===== src/hw/sppc_regs.svh =====
`ifndef SPPC_REGS_SVH
`define SPPC_REGS_SVH

// ----------------------------------------
// register map
// ----------------------------------------
`define SPPC_CTRL_ADDR      4'h0
`define SPPC_STAT_ADDR      4'h4
`define SPPC_CTRL_LOOP      0
`define SPPC_CTRL_LOCKN     1
`define SPPC_CTRL_ENABLE    2
`define SPPC_CTRL_RESET     3'h6
`define SPPC_RESP_OKAY      2'h0
`define SPPC_RESP_SLVERR    2'h2

// ----------------------------------------
// timing
// ----------------------------------------
`define SPPC_CLK_PERIOD_NS  8
`define SPPC_POR_TIME_NS    8192
`define SPPC_POR_CYCLES     (`SPPC_POR_TIME_NS / `SPPC_CLK_PERIOD_NS)
`define SPPC_SER_RATIO      20

// ----------------------------------------
// serial symbol layout and codes
// ----------------------------------------
`define SPPC_KIND_MSB       19
`define SPPC_KIND_LSB       16
`define SPPC_KIND_IDLE      4'h1
`define SPPC_KIND_CARR      4'h2
`define SPPC_KIND_DATA      4'h4
`define SPPC_KIND_EPROP     4'h8
`define SPPC_IDLE_WORD      16'hc5bc
`define SPPC_CARR_WORD      16'hf7f7
`define SPPC_EPROP_WORD     16'hfefe
`define SPPC_LOS_WORD       16'hffff

// ----------------------------------------
// synchronisation counts
// ----------------------------------------
`define SPPC_ACQ_COUNT      3'h3
`define SPPC_GOOD_COUNT     3'h4
`define SPPC_BAD_COUNT      2'h3

`endif


===== src/hw/sppc_pkg.sv =====
package sppc_pkg;

  typedef enum logic [1:0] {SPPC_ACQ, SPPC_SYNC, SPPC_CHECK} sppc_sync_t;

  typedef enum logic [1:0] {SPPC_PH_LOAD, SPPC_PH_RISE,
                            SPPC_PH_FALL} sppc_rxph_t;

  typedef enum logic [2:0] {SPPC_K_IDLE, SPPC_K_CARR, SPPC_K_DATA,
                            SPPC_K_EPROP, SPPC_K_BAD} sppc_kind_t;

endpackage


===== src/hw/sppc_fifo.sv =====
module sppc_fifo
  import sppc_pkg::*;
#(
  parameter int W  = 18,
  parameter int D  = 8,
  parameter int LW = $clog2(D + 1)
) (
  // clock and reset
  input  wire logic          aclk,
  input  wire logic          aresetn,
  input  wire logic          flush,
  // fill side
  input  wire logic          in_valid,
  output logic               in_ready,
  input  wire logic [W-1:0]  in_data,
  // drain side
  output logic               out_valid,
  input  wire logic          out_ready,
  output logic [W-1:0]       out_data,
  // occupancy
  output logic [LW-1:0]      level
);

  localparam int PW = (D > 1) ? $clog2(D) : 1;
  localparam logic [PW-1:0] LAST = PW'(D - 1);
  localparam logic [LW-1:0] FULL = LW'(D);

  logic [W-1:0]  mem_r [D];
  logic [PW-1:0] wp_r;
  logic [PW-1:0] rp_r;
  logic [LW-1:0] cnt_r;
  logic          push;
  logic          pop;

  assign in_ready  = (cnt_r != FULL);
  assign out_valid = (cnt_r != '0);
  assign out_data  = mem_r[rp_r];
  assign level     = cnt_r;
  assign push      = in_valid && in_ready;
  assign pop       = out_valid && out_ready;

  always_ff @(posedge aclk) begin
    if (push) begin
      mem_r[wp_r] <= in_data;
    end
  end

  always_ff @(posedge aclk) begin
    if (!aresetn || flush) begin
      wp_r  <= '0;
      rp_r  <= '0;
      cnt_r <= '0;
    end else begin
      if (push) begin
        wp_r <= (wp_r == LAST) ? '0 : wp_r + 1'b1;
      end
      if (pop) begin
        rp_r <= (rp_r == LAST) ? '0 : rp_r + 1'b1;
      end
      if (push && !pop) begin
        cnt_r <= cnt_r + 1'b1;
      end else if (pop && !push) begin
        cnt_r <= cnt_r - 1'b1;
      end
    end
  end
endmodule


===== src/hw/sppc_top.sv =====
// Local design decisions: the address map and the AXI4-Lite interface to the registers.
`include "sppc_regs.svh"

// How it works
// - transmit symbol carries twenty serial bit times per reference clock
// - serial outputs float in loopback, driven otherwise once enabled and out of power-on reset
// - serial outputs float during power-on reset
// - transmit word, enable and error captured every rising clock edge
// - lock-to-reference low makes receiver ignore data, transmit only
// - lock-to-reference low floats receive word, clock and status outputs
// - with lock high, transmitter sends idle until sync machine syncs
// - receive word stands stable at rising edge of receive clock
// - receive word outputs float during power-on reset
// - receive clock gives one pulse per twenty-bit word with status
// - receive clock held low during power-on reset
// - acquisition syncs on three consecutive idle or carrier codes, or at once on a data or error-propagation code
// - loopback feeds transmit symbols to receiver instead of serial input
// - enable low powers down; raising it runs power-on reset
module sppc_top
  import sppc_pkg::*;
#(
  parameter int FIFO_DEPTH = 8,
  parameter int POR_CYCLES = `SPPC_POR_CYCLES,
  parameter int LW         = $clog2(FIFO_DEPTH + 1)
) (
  // clock and reset
  input  wire logic        aclk,
  input  wire logic        aresetn,
  // axi4-lite slave
  input  wire logic [3:0]  s_axi_awaddr,
  input  wire logic        s_axi_awvalid,
  output logic             s_axi_awready,
  input  wire logic [31:0] s_axi_wdata,
  input  wire logic [3:0]  s_axi_wstrb,
  input  wire logic        s_axi_wvalid,
  output logic             s_axi_wready,
  output logic [1:0]       s_axi_bresp,
  output logic             s_axi_bvalid,
  input  wire logic        s_axi_bready,
  input  wire logic [3:0]  s_axi_araddr,
  input  wire logic        s_axi_arvalid,
  output logic             s_axi_arready,
  output logic [31:0]      s_axi_rdata,
  output logic [1:0]       s_axi_rresp,
  output logic             s_axi_rvalid,
  input  wire logic        s_axi_rready,
  // transmit word from protocol device
  input  wire logic [15:0] tx_data,
  input  wire logic        tx_enable,
  input  wire logic        tx_error_code,
  output logic             tx_ready,
  // serial transmit pair
  output logic [19:0]      serial_out_pos,
  output logic [19:0]      serial_out_neg,
  output logic             serial_out_oe,
  // serial receive pair
  input  wire logic [19:0] serial_in_pos,
  input  wire logic [19:0] serial_in_neg,
  input  wire logic        serial_in_valid,
  input  wire logic        serial_in_signal_ok,
  output logic             serial_in_ready,
  // receive word to protocol device
  output logic [15:0]      rx_data,
  output logic             rx_data_oe,
  output logic             rx_clk_out,
  output logic             rx_clk_oe,
  output logic             rx_error_flag,
  output logic             rx_error_oe,
  output logic             rx_valid_or_signal_loss,
  output logic             rx_valid_oe
);

  localparam logic [15:0]   POR_LOAD = 16'(POR_CYCLES);
  localparam logic [LW-1:0] LVL_HI   = LW'(FIFO_DEPTH - 3);

  function automatic sppc_kind_t kind_of(input logic [19:0] p,
                                         input logic [19:0] n);
    sppc_kind_t k;
    k = SPPC_K_BAD;
    if (p == ~n) begin
      case (p[`SPPC_KIND_MSB:`SPPC_KIND_LSB])
        `SPPC_KIND_IDLE:  k = SPPC_K_IDLE;
        `SPPC_KIND_CARR:  k = SPPC_K_CARR;
        `SPPC_KIND_DATA:  k = SPPC_K_DATA;
        `SPPC_KIND_EPROP: k = SPPC_K_EPROP;
        default:          k = SPPC_K_BAD;
      endcase
    end
    return k;
  endfunction

  logic [2:0]    ctrl_r;
  logic          aw_got_r, w_got_r;
  logic [3:0]    awaddr_r;
  logic [31:0]   wdata_r;
  logic          wstrb0_r;
  logic [15:0]   por_cnt_r;
  logic          por_r;
  logic [15:0]   cap_data_r;
  logic          cap_en_r, cap_er_r;
  sppc_sync_t    sync_r;
  logic [2:0]    good_r;
  logic [1:0]    bad_r;
  sppc_rxph_t    ph_r;
  logic          loop, lock_hi, pd, rx_run, tx_go, push, pop;
  logic [19:0]   src_pos, src_neg;
  logic          src_valid, fifo_in_ready, fifo_out_valid;
  sppc_kind_t    kind;
  logic [17:0]   fifo_in_data, fifo_out_data;
  logic [LW-1:0] level;
  logic [31:0]   stat_w;

  assign loop    = ctrl_r[`SPPC_CTRL_LOOP];
  assign lock_hi = ctrl_r[`SPPC_CTRL_LOCKN];
  assign pd      = !ctrl_r[`SPPC_CTRL_ENABLE];
  assign rx_run  = !pd && !por_r && lock_hi;
  assign tx_go   = !lock_hi || (sync_r != SPPC_ACQ);

  // ----------------------------------------
  // axi4-lite write path and control register
  // ----------------------------------------
  always_ff @(posedge aclk) begin
    if (!aresetn) begin
      ctrl_r        <= `SPPC_CTRL_RESET;
      aw_got_r      <= 1'b0;
      w_got_r       <= 1'b0;
      awaddr_r      <= 4'h0;
      wdata_r       <= 32'h0;
      wstrb0_r      <= 1'b0;
      s_axi_awready <= 1'b1;
      s_axi_wready  <= 1'b1;
      s_axi_bvalid  <= 1'b0;
      s_axi_bresp   <= `SPPC_RESP_OKAY;
    end else begin
      if (s_axi_awvalid && s_axi_awready) begin
        aw_got_r      <= 1'b1;
        awaddr_r      <= s_axi_awaddr;
        s_axi_awready <= 1'b0;
      end
      if (s_axi_wvalid && s_axi_wready) begin
        w_got_r      <= 1'b1;
        wdata_r      <= s_axi_wdata;
        wstrb0_r     <= s_axi_wstrb[0];
        s_axi_wready <= 1'b0;
      end
      if (aw_got_r && w_got_r && !s_axi_bvalid) begin
        aw_got_r     <= 1'b0;
        w_got_r      <= 1'b0;
        s_axi_bvalid <= 1'b1;
        if (awaddr_r == `SPPC_CTRL_ADDR) begin
          s_axi_bresp <= `SPPC_RESP_OKAY;
          if (wstrb0_r) begin
            ctrl_r <= wdata_r[2:0];
          end
        end else if (awaddr_r == `SPPC_STAT_ADDR) begin
          s_axi_bresp <= `SPPC_RESP_OKAY;
        end else begin
          s_axi_bresp <= `SPPC_RESP_SLVERR;
        end
      end
      if (s_axi_bvalid && s_axi_bready) begin
        s_axi_bvalid  <= 1'b0;
        s_axi_awready <= 1'b1;
        s_axi_wready  <= 1'b1;
      end
    end
  end

  // ----------------------------------------
  // axi4-lite read path
  // ----------------------------------------
  assign stat_w = {{(24 - LW){1'b0}}, level, 4'h0, tx_go,
                   sync_r == SPPC_CHECK, sync_r != SPPC_ACQ, por_r};

  always_ff @(posedge aclk) begin
    if (!aresetn) begin
      s_axi_arready <= 1'b1;
      s_axi_rvalid  <= 1'b0;
      s_axi_rdata   <= 32'h0;
      s_axi_rresp   <= `SPPC_RESP_OKAY;
    end else if (s_axi_arvalid && s_axi_arready) begin
      s_axi_arready <= 1'b0;
      s_axi_rvalid  <= 1'b1;
      s_axi_rresp   <= `SPPC_RESP_OKAY;
      case (s_axi_araddr)
        `SPPC_CTRL_ADDR: s_axi_rdata <= {29'h0, ctrl_r};
        `SPPC_STAT_ADDR: s_axi_rdata <= stat_w;
        default: begin
          s_axi_rdata <= 32'h0;
          s_axi_rresp <= `SPPC_RESP_SLVERR;
        end
      endcase
    end else if (s_axi_rvalid && s_axi_rready) begin
      s_axi_rvalid  <= 1'b0;
      s_axi_arready <= 1'b1;
    end
  end

  // ----------------------------------------
  // power-down and power-on reset
  // ----------------------------------------
  always_ff @(posedge aclk) begin
    if (!aresetn) begin
      por_cnt_r <= POR_LOAD;
      por_r     <= 1'b1;
    end else begin
      if (pd) begin
        por_cnt_r <= POR_LOAD;
      end else if (por_cnt_r != 16'h0) begin
        por_cnt_r <= por_cnt_r - 16'h1;
      end
      por_r <= pd || (por_cnt_r != 16'h0);
    end
  end

  // ----------------------------------------
  // transmit capture and serial output
  // ----------------------------------------
  always_ff @(posedge aclk) begin
    if (!aresetn) begin
      cap_data_r <= 16'h0;
      cap_en_r   <= 1'b0;
      cap_er_r   <= 1'b0;
    end else begin
      cap_data_r <= tx_data;
      cap_en_r   <= tx_enable;
      cap_er_r   <= tx_error_code;
    end
  end

  always_ff @(posedge aclk) begin
    if (!aresetn) begin
      serial_out_pos <= 20'h0;
      serial_out_neg <= 20'hfffff;
      serial_out_oe  <= 1'b0;
    end else begin
      serial_out_oe <= !por_r && !pd && !loop;
      if (!tx_go || (!cap_en_r && !cap_er_r)) begin
        serial_out_pos <= {`SPPC_KIND_IDLE, `SPPC_IDLE_WORD};
        serial_out_neg <= ~{`SPPC_KIND_IDLE, `SPPC_IDLE_WORD};
      end else if (!cap_en_r) begin
        serial_out_pos <= {`SPPC_KIND_CARR, `SPPC_CARR_WORD};
        serial_out_neg <= ~{`SPPC_KIND_CARR, `SPPC_CARR_WORD};
      end else if (cap_er_r) begin
        serial_out_pos <= {`SPPC_KIND_EPROP, `SPPC_EPROP_WORD};
        serial_out_neg <= ~{`SPPC_KIND_EPROP, `SPPC_EPROP_WORD};
      end else begin
        serial_out_pos <= {`SPPC_KIND_DATA, cap_data_r};
        serial_out_neg <= ~{`SPPC_KIND_DATA, cap_data_r};
      end
    end
  end

  // ----------------------------------------
  // receive source, decode and buffer
  // ----------------------------------------
  assign src_pos   = loop ? serial_out_pos : serial_in_pos;
  assign src_neg   = loop ? serial_out_neg : serial_in_neg;
  assign src_valid = loop || (serial_in_valid && serial_in_ready);
  assign kind      = (!loop && !serial_in_signal_ok) ? SPPC_K_BAD
                                                      : kind_of(src_pos,
                                                                src_neg);
  assign push      = rx_run && src_valid && fifo_in_ready;

  always_comb begin
    fifo_in_data = {2'b11, src_pos[15:0]};
    if (!loop && !serial_in_signal_ok) begin
      fifo_in_data = {2'b11, `SPPC_LOS_WORD};
    end else begin
      case (kind)
        SPPC_K_IDLE:  fifo_in_data = {2'b00, src_pos[15:0]};
        SPPC_K_CARR:  fifo_in_data = {2'b01, src_pos[15:0]};
        SPPC_K_DATA:  fifo_in_data = {2'b10, src_pos[15:0]};
        SPPC_K_EPROP: fifo_in_data = {2'b11, `SPPC_EPROP_WORD};
        default:      fifo_in_data = {2'b11, src_pos[15:0]};
      endcase
    end
  end

  always_ff @(posedge aclk) begin
    if (!aresetn) begin
      serial_in_ready <= 1'b0;
      tx_ready        <= 1'b1;
    end else begin
      serial_in_ready <= rx_run && !loop && (level <= LVL_HI);
      tx_ready        <= !loop || (rx_run && (level <= LVL_HI));
    end
  end

  sppc_fifo #(
    .W  (18),
    .D  (FIFO_DEPTH),
    .LW (LW)
  ) u_fifo (
    .aclk      (aclk),
    .aresetn   (aresetn),
    .flush     (!rx_run),
    .in_valid  (rx_run && src_valid),
    .in_ready  (fifo_in_ready),
    .in_data   (fifo_in_data),
    .out_valid (fifo_out_valid),
    .out_ready (pop),
    .out_data  (fifo_out_data),
    .level     (level)
  );

  // ----------------------------------------
  // synchronisation state machine
  // ----------------------------------------
  always_ff @(posedge aclk) begin
    if (!aresetn || !rx_run) begin
      sync_r <= SPPC_ACQ;
      good_r <= 3'h0;
      bad_r  <= 2'h0;
    end else if (push) begin
      case (sync_r)
        SPPC_ACQ: begin
          if (kind == SPPC_K_IDLE || kind == SPPC_K_CARR) begin
            if (good_r == `SPPC_ACQ_COUNT - 3'h1) begin
              sync_r <= SPPC_SYNC;
              good_r <= 3'h0;
            end else begin
              good_r <= good_r + 3'h1;
            end
          end else if (kind == SPPC_K_BAD) begin
            good_r <= 3'h0;
          end else begin
            sync_r <= SPPC_SYNC;
            good_r <= 3'h0;
          end
        end
        SPPC_SYNC: begin
          if (kind == SPPC_K_BAD) begin
            sync_r <= SPPC_CHECK;
            good_r <= 3'h0;
            bad_r  <= 2'h1;
          end
        end
        SPPC_CHECK: begin
          if (kind == SPPC_K_BAD) begin
            good_r <= 3'h0;
            if (bad_r == `SPPC_BAD_COUNT - 2'h1) begin
              sync_r <= SPPC_ACQ;
              bad_r  <= 2'h0;
            end else begin
              bad_r <= bad_r + 2'h1;
            end
          end else if (good_r == `SPPC_GOOD_COUNT - 3'h1) begin
            sync_r <= SPPC_SYNC;
            good_r <= 3'h0;
            bad_r  <= 2'h0;
          end else begin
            good_r <= good_r + 3'h1;
          end
        end
        default: sync_r <= SPPC_ACQ;
      endcase
    end
  end

  // ----------------------------------------
  // receive word presentation and pin drive
  // ----------------------------------------
  assign pop = rx_run && (ph_r == SPPC_PH_LOAD) && fifo_out_valid;

  always_ff @(posedge aclk) begin
    if (!aresetn || !rx_run) begin
      ph_r       <= SPPC_PH_LOAD;
      rx_clk_out <= 1'b0;
    end else begin
      case (ph_r)
        SPPC_PH_LOAD: if (pop) ph_r <= SPPC_PH_RISE;
        SPPC_PH_RISE: begin
          rx_clk_out <= 1'b1;
          ph_r       <= SPPC_PH_FALL;
        end
        SPPC_PH_FALL: begin
          rx_clk_out <= 1'b0;
          ph_r       <= SPPC_PH_LOAD;
        end
        default: ph_r <= SPPC_PH_LOAD;
      endcase
    end
  end

  always_ff @(posedge aclk) begin
    if (!aresetn) begin
      rx_data                 <= 16'h0;
      rx_error_flag           <= 1'b0;
      rx_valid_or_signal_loss <= 1'b0;
    end else if (pd) begin
      rx_valid_or_signal_loss <= serial_in_signal_ok;
    end else if (pop) begin
      rx_data                 <= fifo_out_data[15:0];
      rx_error_flag           <= fifo_out_data[16];
      rx_valid_or_signal_loss <= fifo_out_data[17];
    end
  end

  always_ff @(posedge aclk) begin
    if (!aresetn) begin
      rx_data_oe  <= 1'b0;
      rx_error_oe <= 1'b0;
      rx_valid_oe <= 1'b0;
      rx_clk_oe   <= 1'b0;
    end else begin
      rx_data_oe  <= rx_run;
      rx_error_oe <= rx_run;
      rx_valid_oe <= lock_hi && (pd || !por_r);
      rx_clk_oe   <= lock_hi;
    end
  end
endmodule


===== config.mk =====
export PLATFORM = sky130hd
export DESIGN_NAME = sppc_top
export DESIGN_NICKNAME = d
export VERILOG_FILES = /design/src/hw/sppc_pkg.sv /design/src/hw/sppc_fifo.sv /design/src/hw/sppc_top.sv
export VERILOG_INCLUDE_DIRS = /design/src /design/src/hw
export SDC_FILE = /design/constraint.sdc
export NUM_CORES = 1
export LEC_CHECK = 0
export BUFFER_PORTS_ARGS = -buffer_cell sky130_fd_sc_hd__buf_2
export CORE_MARGIN = 2
export CORE_UTILIZATION = 55
export DETAILED_ROUTE_END_ITERATION = 8
export PLACE_DENSITY = 0.79
export SYNTH_ARGS = -nofsm -noshare
export SYNTH_HDL_FRONTEND = slang
export SYNTH_SLANG_ARGS = --single-unit

===== constraint.sdc =====
create_clock -name aclk -period 4.75 [get_ports aclk]
set_input_delay 0.7125 -clock aclk [delete_from_list [all_inputs] [get_ports aclk]]
set_output_delay 0.7125 -clock aclk [all_outputs]
set_load 0.01 [all_outputs]

==> metrics <==
CTS tree=built; WL met1=10.9 mm; power per cell area=390 nW/µm²; status=finished clean; top post-synthesis cells by count=dfxtp_1, edfxtp_1, nor2_1; Boundary Pins=218; fmax=294 MHz; first-pass GRT wire length=40.0 mm; Tmin final=3.41 ns; Cells after Synth=927; measured slew at the worst slew-check pin=1.12 ns; Max stage delay cell, worst path=dfxtp_2; Initial Util=56.3%; number of routed nets with antenna violations=0; Slew headroom=24.8%; CTS Root Buffer Type=clkbuf_16; H-tree depth=1; Die X=151 µm; dominant cell type by area after synthesis=edfxtp_1; Crit. End Element=flop; Slew Viols, Final=0; Primary FF master, synth=dfxtp_1; Critical Path RT=4.91 ns; final count of hold timing violations=0; All-Layer GR Usage=22.7%; detailed-route wire length=25.5 mm; placed cell count=1337; max-cap violation count=0; core box area=21200 µm²; Final Setup Violations=0; Overflow after GRT=0; Fillers=1494; Post-synth EDFFs=144; Lkg Pwr=5.27 nW; post-synth top area share=36.3%; Hold WS=0.357 ns; Synthesis Warnings=0; Distinct cells, synth=62; Resize count post-CTS=0; area of the multi-input gates=4230 µm²; Top Layer Used=met4; pre-CTS WS=1.36 ns; TNS Setup=0 ns; row cnt=53; Longest Clk Path Bufs=3; FF+latch area=7330 µm²; Synth async-reset ratio=0%; RSZ-0062 raised after global routing=no; CP Class=flop to flop; fin cells=1393; Post-CTS Hold Fix Bufs=0; CTS Buf Count=30; VDD IR max=357 µV; ANT cells=0; leading post-synthesis cells by cell area=edfxtp_1, dfxtp_1, mux4_2; routed length on met3=1.52 mm; Die Ht=151 µm; routability-driven placement congestion ratio=0.847; crit-path cells=nand4_1, a221oi_2, o221ai_2, or4b_4, a211oi_1, a21oi_1; clk slew on worst S/H paths=0.06 ns; mapped cell area=11900 µm²; DRC violations left=0; most frequent cell after synthesis=dfxtp_1; routed vias=7628; Hold WC Path Type=input pin to flop; Die Area=22800 µm²; DR vias/cell=5.48; Yosys reg bits=294; antenna violations before repair=0; drt initial violations=402; clock skew=0.0231 ns; setup ws final=1.34 ns; Port Buf Inserts=159; vias in the first global route=7420; Post-DP HPWL=16.6 mm; CTS Sinks=294; share of cells above drive strength 1=24.9%; Largest stage delay, worst path=1.01 ns; nets@finish=1226; CP Max Fanout=37; WL/cell=18.3 µm; clock latency on the worst-skew pair=0.56 ns; DR pass1 iterations=5; largest net degree at the start of global routing=42; syn avg cell area=12.8 µm²; crit start category=flop; Post-CTS Setup Bufs=0; synthesis-to-finish area growth=16.7%; Seq/Total Area, Yosys=61.5%; routed wl met2=12.6 mm; fin crit share=71.7%; CP Data Arrival Time=3.56 ns
path summary, 6_finish.rpt:
kind	start	to	slack, ns	depth (start not counted)
worst max-delay path	ctrl_r[0]$_SDFFE_PN0P_	u_fifo.mem_r[6][0]$_DFFE_PP_	1.34	6
worst min-delay path	tx_data[15]	cap_data_r[15]$_SDFF_PN0_	0.36	2
worst max register to register	ctrl_r[0]$_SDFFE_PN0P_	u_fifo.mem_r[6][0]$_DFFE_PP_	1.34	6
worst min register to register	wdata_r[1]$_SDFFE_PN0P_	wdata_r[1]$_SDFFE_PN0P_	0.45	2
critical path, delay by kind of cell (launching register included):
family | cells | cell delay, ns
compound gates | 4 | 1.14
flops | 1 | 1.01
simple gates | 2 | 0.87
cells in the final DEF (no fill, tap or decap), types with 21 or more instances in the layout:
| master | synthesis | routed |
|---|---|---|
| inv_1 | 41 | 41 |
| xnor2_1 | 24 | 24 |
| a21oi_1 | 43 | 43 |
| nand2_1 | 61 | 61 |
| and2_1 | 21 | 21 |
| conb_1 | 1 | 26 |
| a211oi_1 | 21 | 21 |
| mux4_2 | 36 | 36 |
| o21ai_0 | 22 | 22 |
| nor2_1 | 75 | 73 |
| mux2i_1 | 42 | 42 |
| xor2_1 | 36 | 36 |
| dfxtp_1 | 150 | 147 |
| clkbuf_16 | 0 | 30 |
| buf_2 | 5 | 159 |
| edfxtp_1 | 144 | 144 |
cells by family after synthesis:
| logic type | Yosys count | share of synthesized area (%) |
|---|---|---|
| adder cells (fa/ha/maj) | 21 | 2.27 |
| multiplexers | 81 | 10.7 |
| AND/OR/NAND/NOR | 256 | 10.7 |
| flip-flops | 294 | 61.5 |
| AO/OA/AOI/OAI | 113 | 6.01 |
| other | 1 | 0.0315 |
| XOR/XNOR | 60 | 4.41 |
| buffers and inverters | 101 | 4.28 |
state kept, by name, summed over array words and instances, names as in the netlist, 2 cells and up, named ones only:
name,count
bad_r,2
u_fifo.mem_r,144
ph_r,2
ctrl_r,3
serial_out_pos,20
u_fifo.level,4
u_fifo.wp_r,3
cap_data_r,16
u_fifo.rp_r,3
good_r,3
sync_r,2
awaddr_r,4
s_axi_rdata,8
serial_out_neg,20
por_cnt_r,16
wdata_r,3
rx_data,16
area by class of cell:
type / instances / area share [%]
Clock buffer: 39 / 5.79
Multi-Input combinational cell: 557 / 30.5
Clock inverter: 17 / 1.13
Sequential cell: 294 / 52.7
Inverter: 41 / 1.11
Tap cell: 275 / 2.48
Timing Repair Buffer: 170 / 6.32
routing by layer:
metal	track usage [%]	up-vias
li1	-	3632
met1	30.4	3678
met2	39.1	280
met3	3.64	38
met4	5.65	0
met5	0	-
stage by stage:
stage / utilization [%] / total power [mW] / area (µm²)
final: 65.7 / 5.42 / 13900
after CTS: 65.7 / 5.45 / 13900
after detailed placement: 61.2 / 3.21 / 12900
after global placement: 61.2 / 3.20 / 12900
after floorplan: - / 3.10 / 12000
after global routing: 65.7 / 5.61 / 13900
report_power, final:
part / leakage (nW) / switching (mW) / internal [mW]
Combinational: 2.25 / 0.207 / 0.169
Sequential: 2.55 / 0.0583 / 2.72
Clock: 0.470 / 0.957 / 1.31
Note: power is estimated with default switching activity, not from simulation.
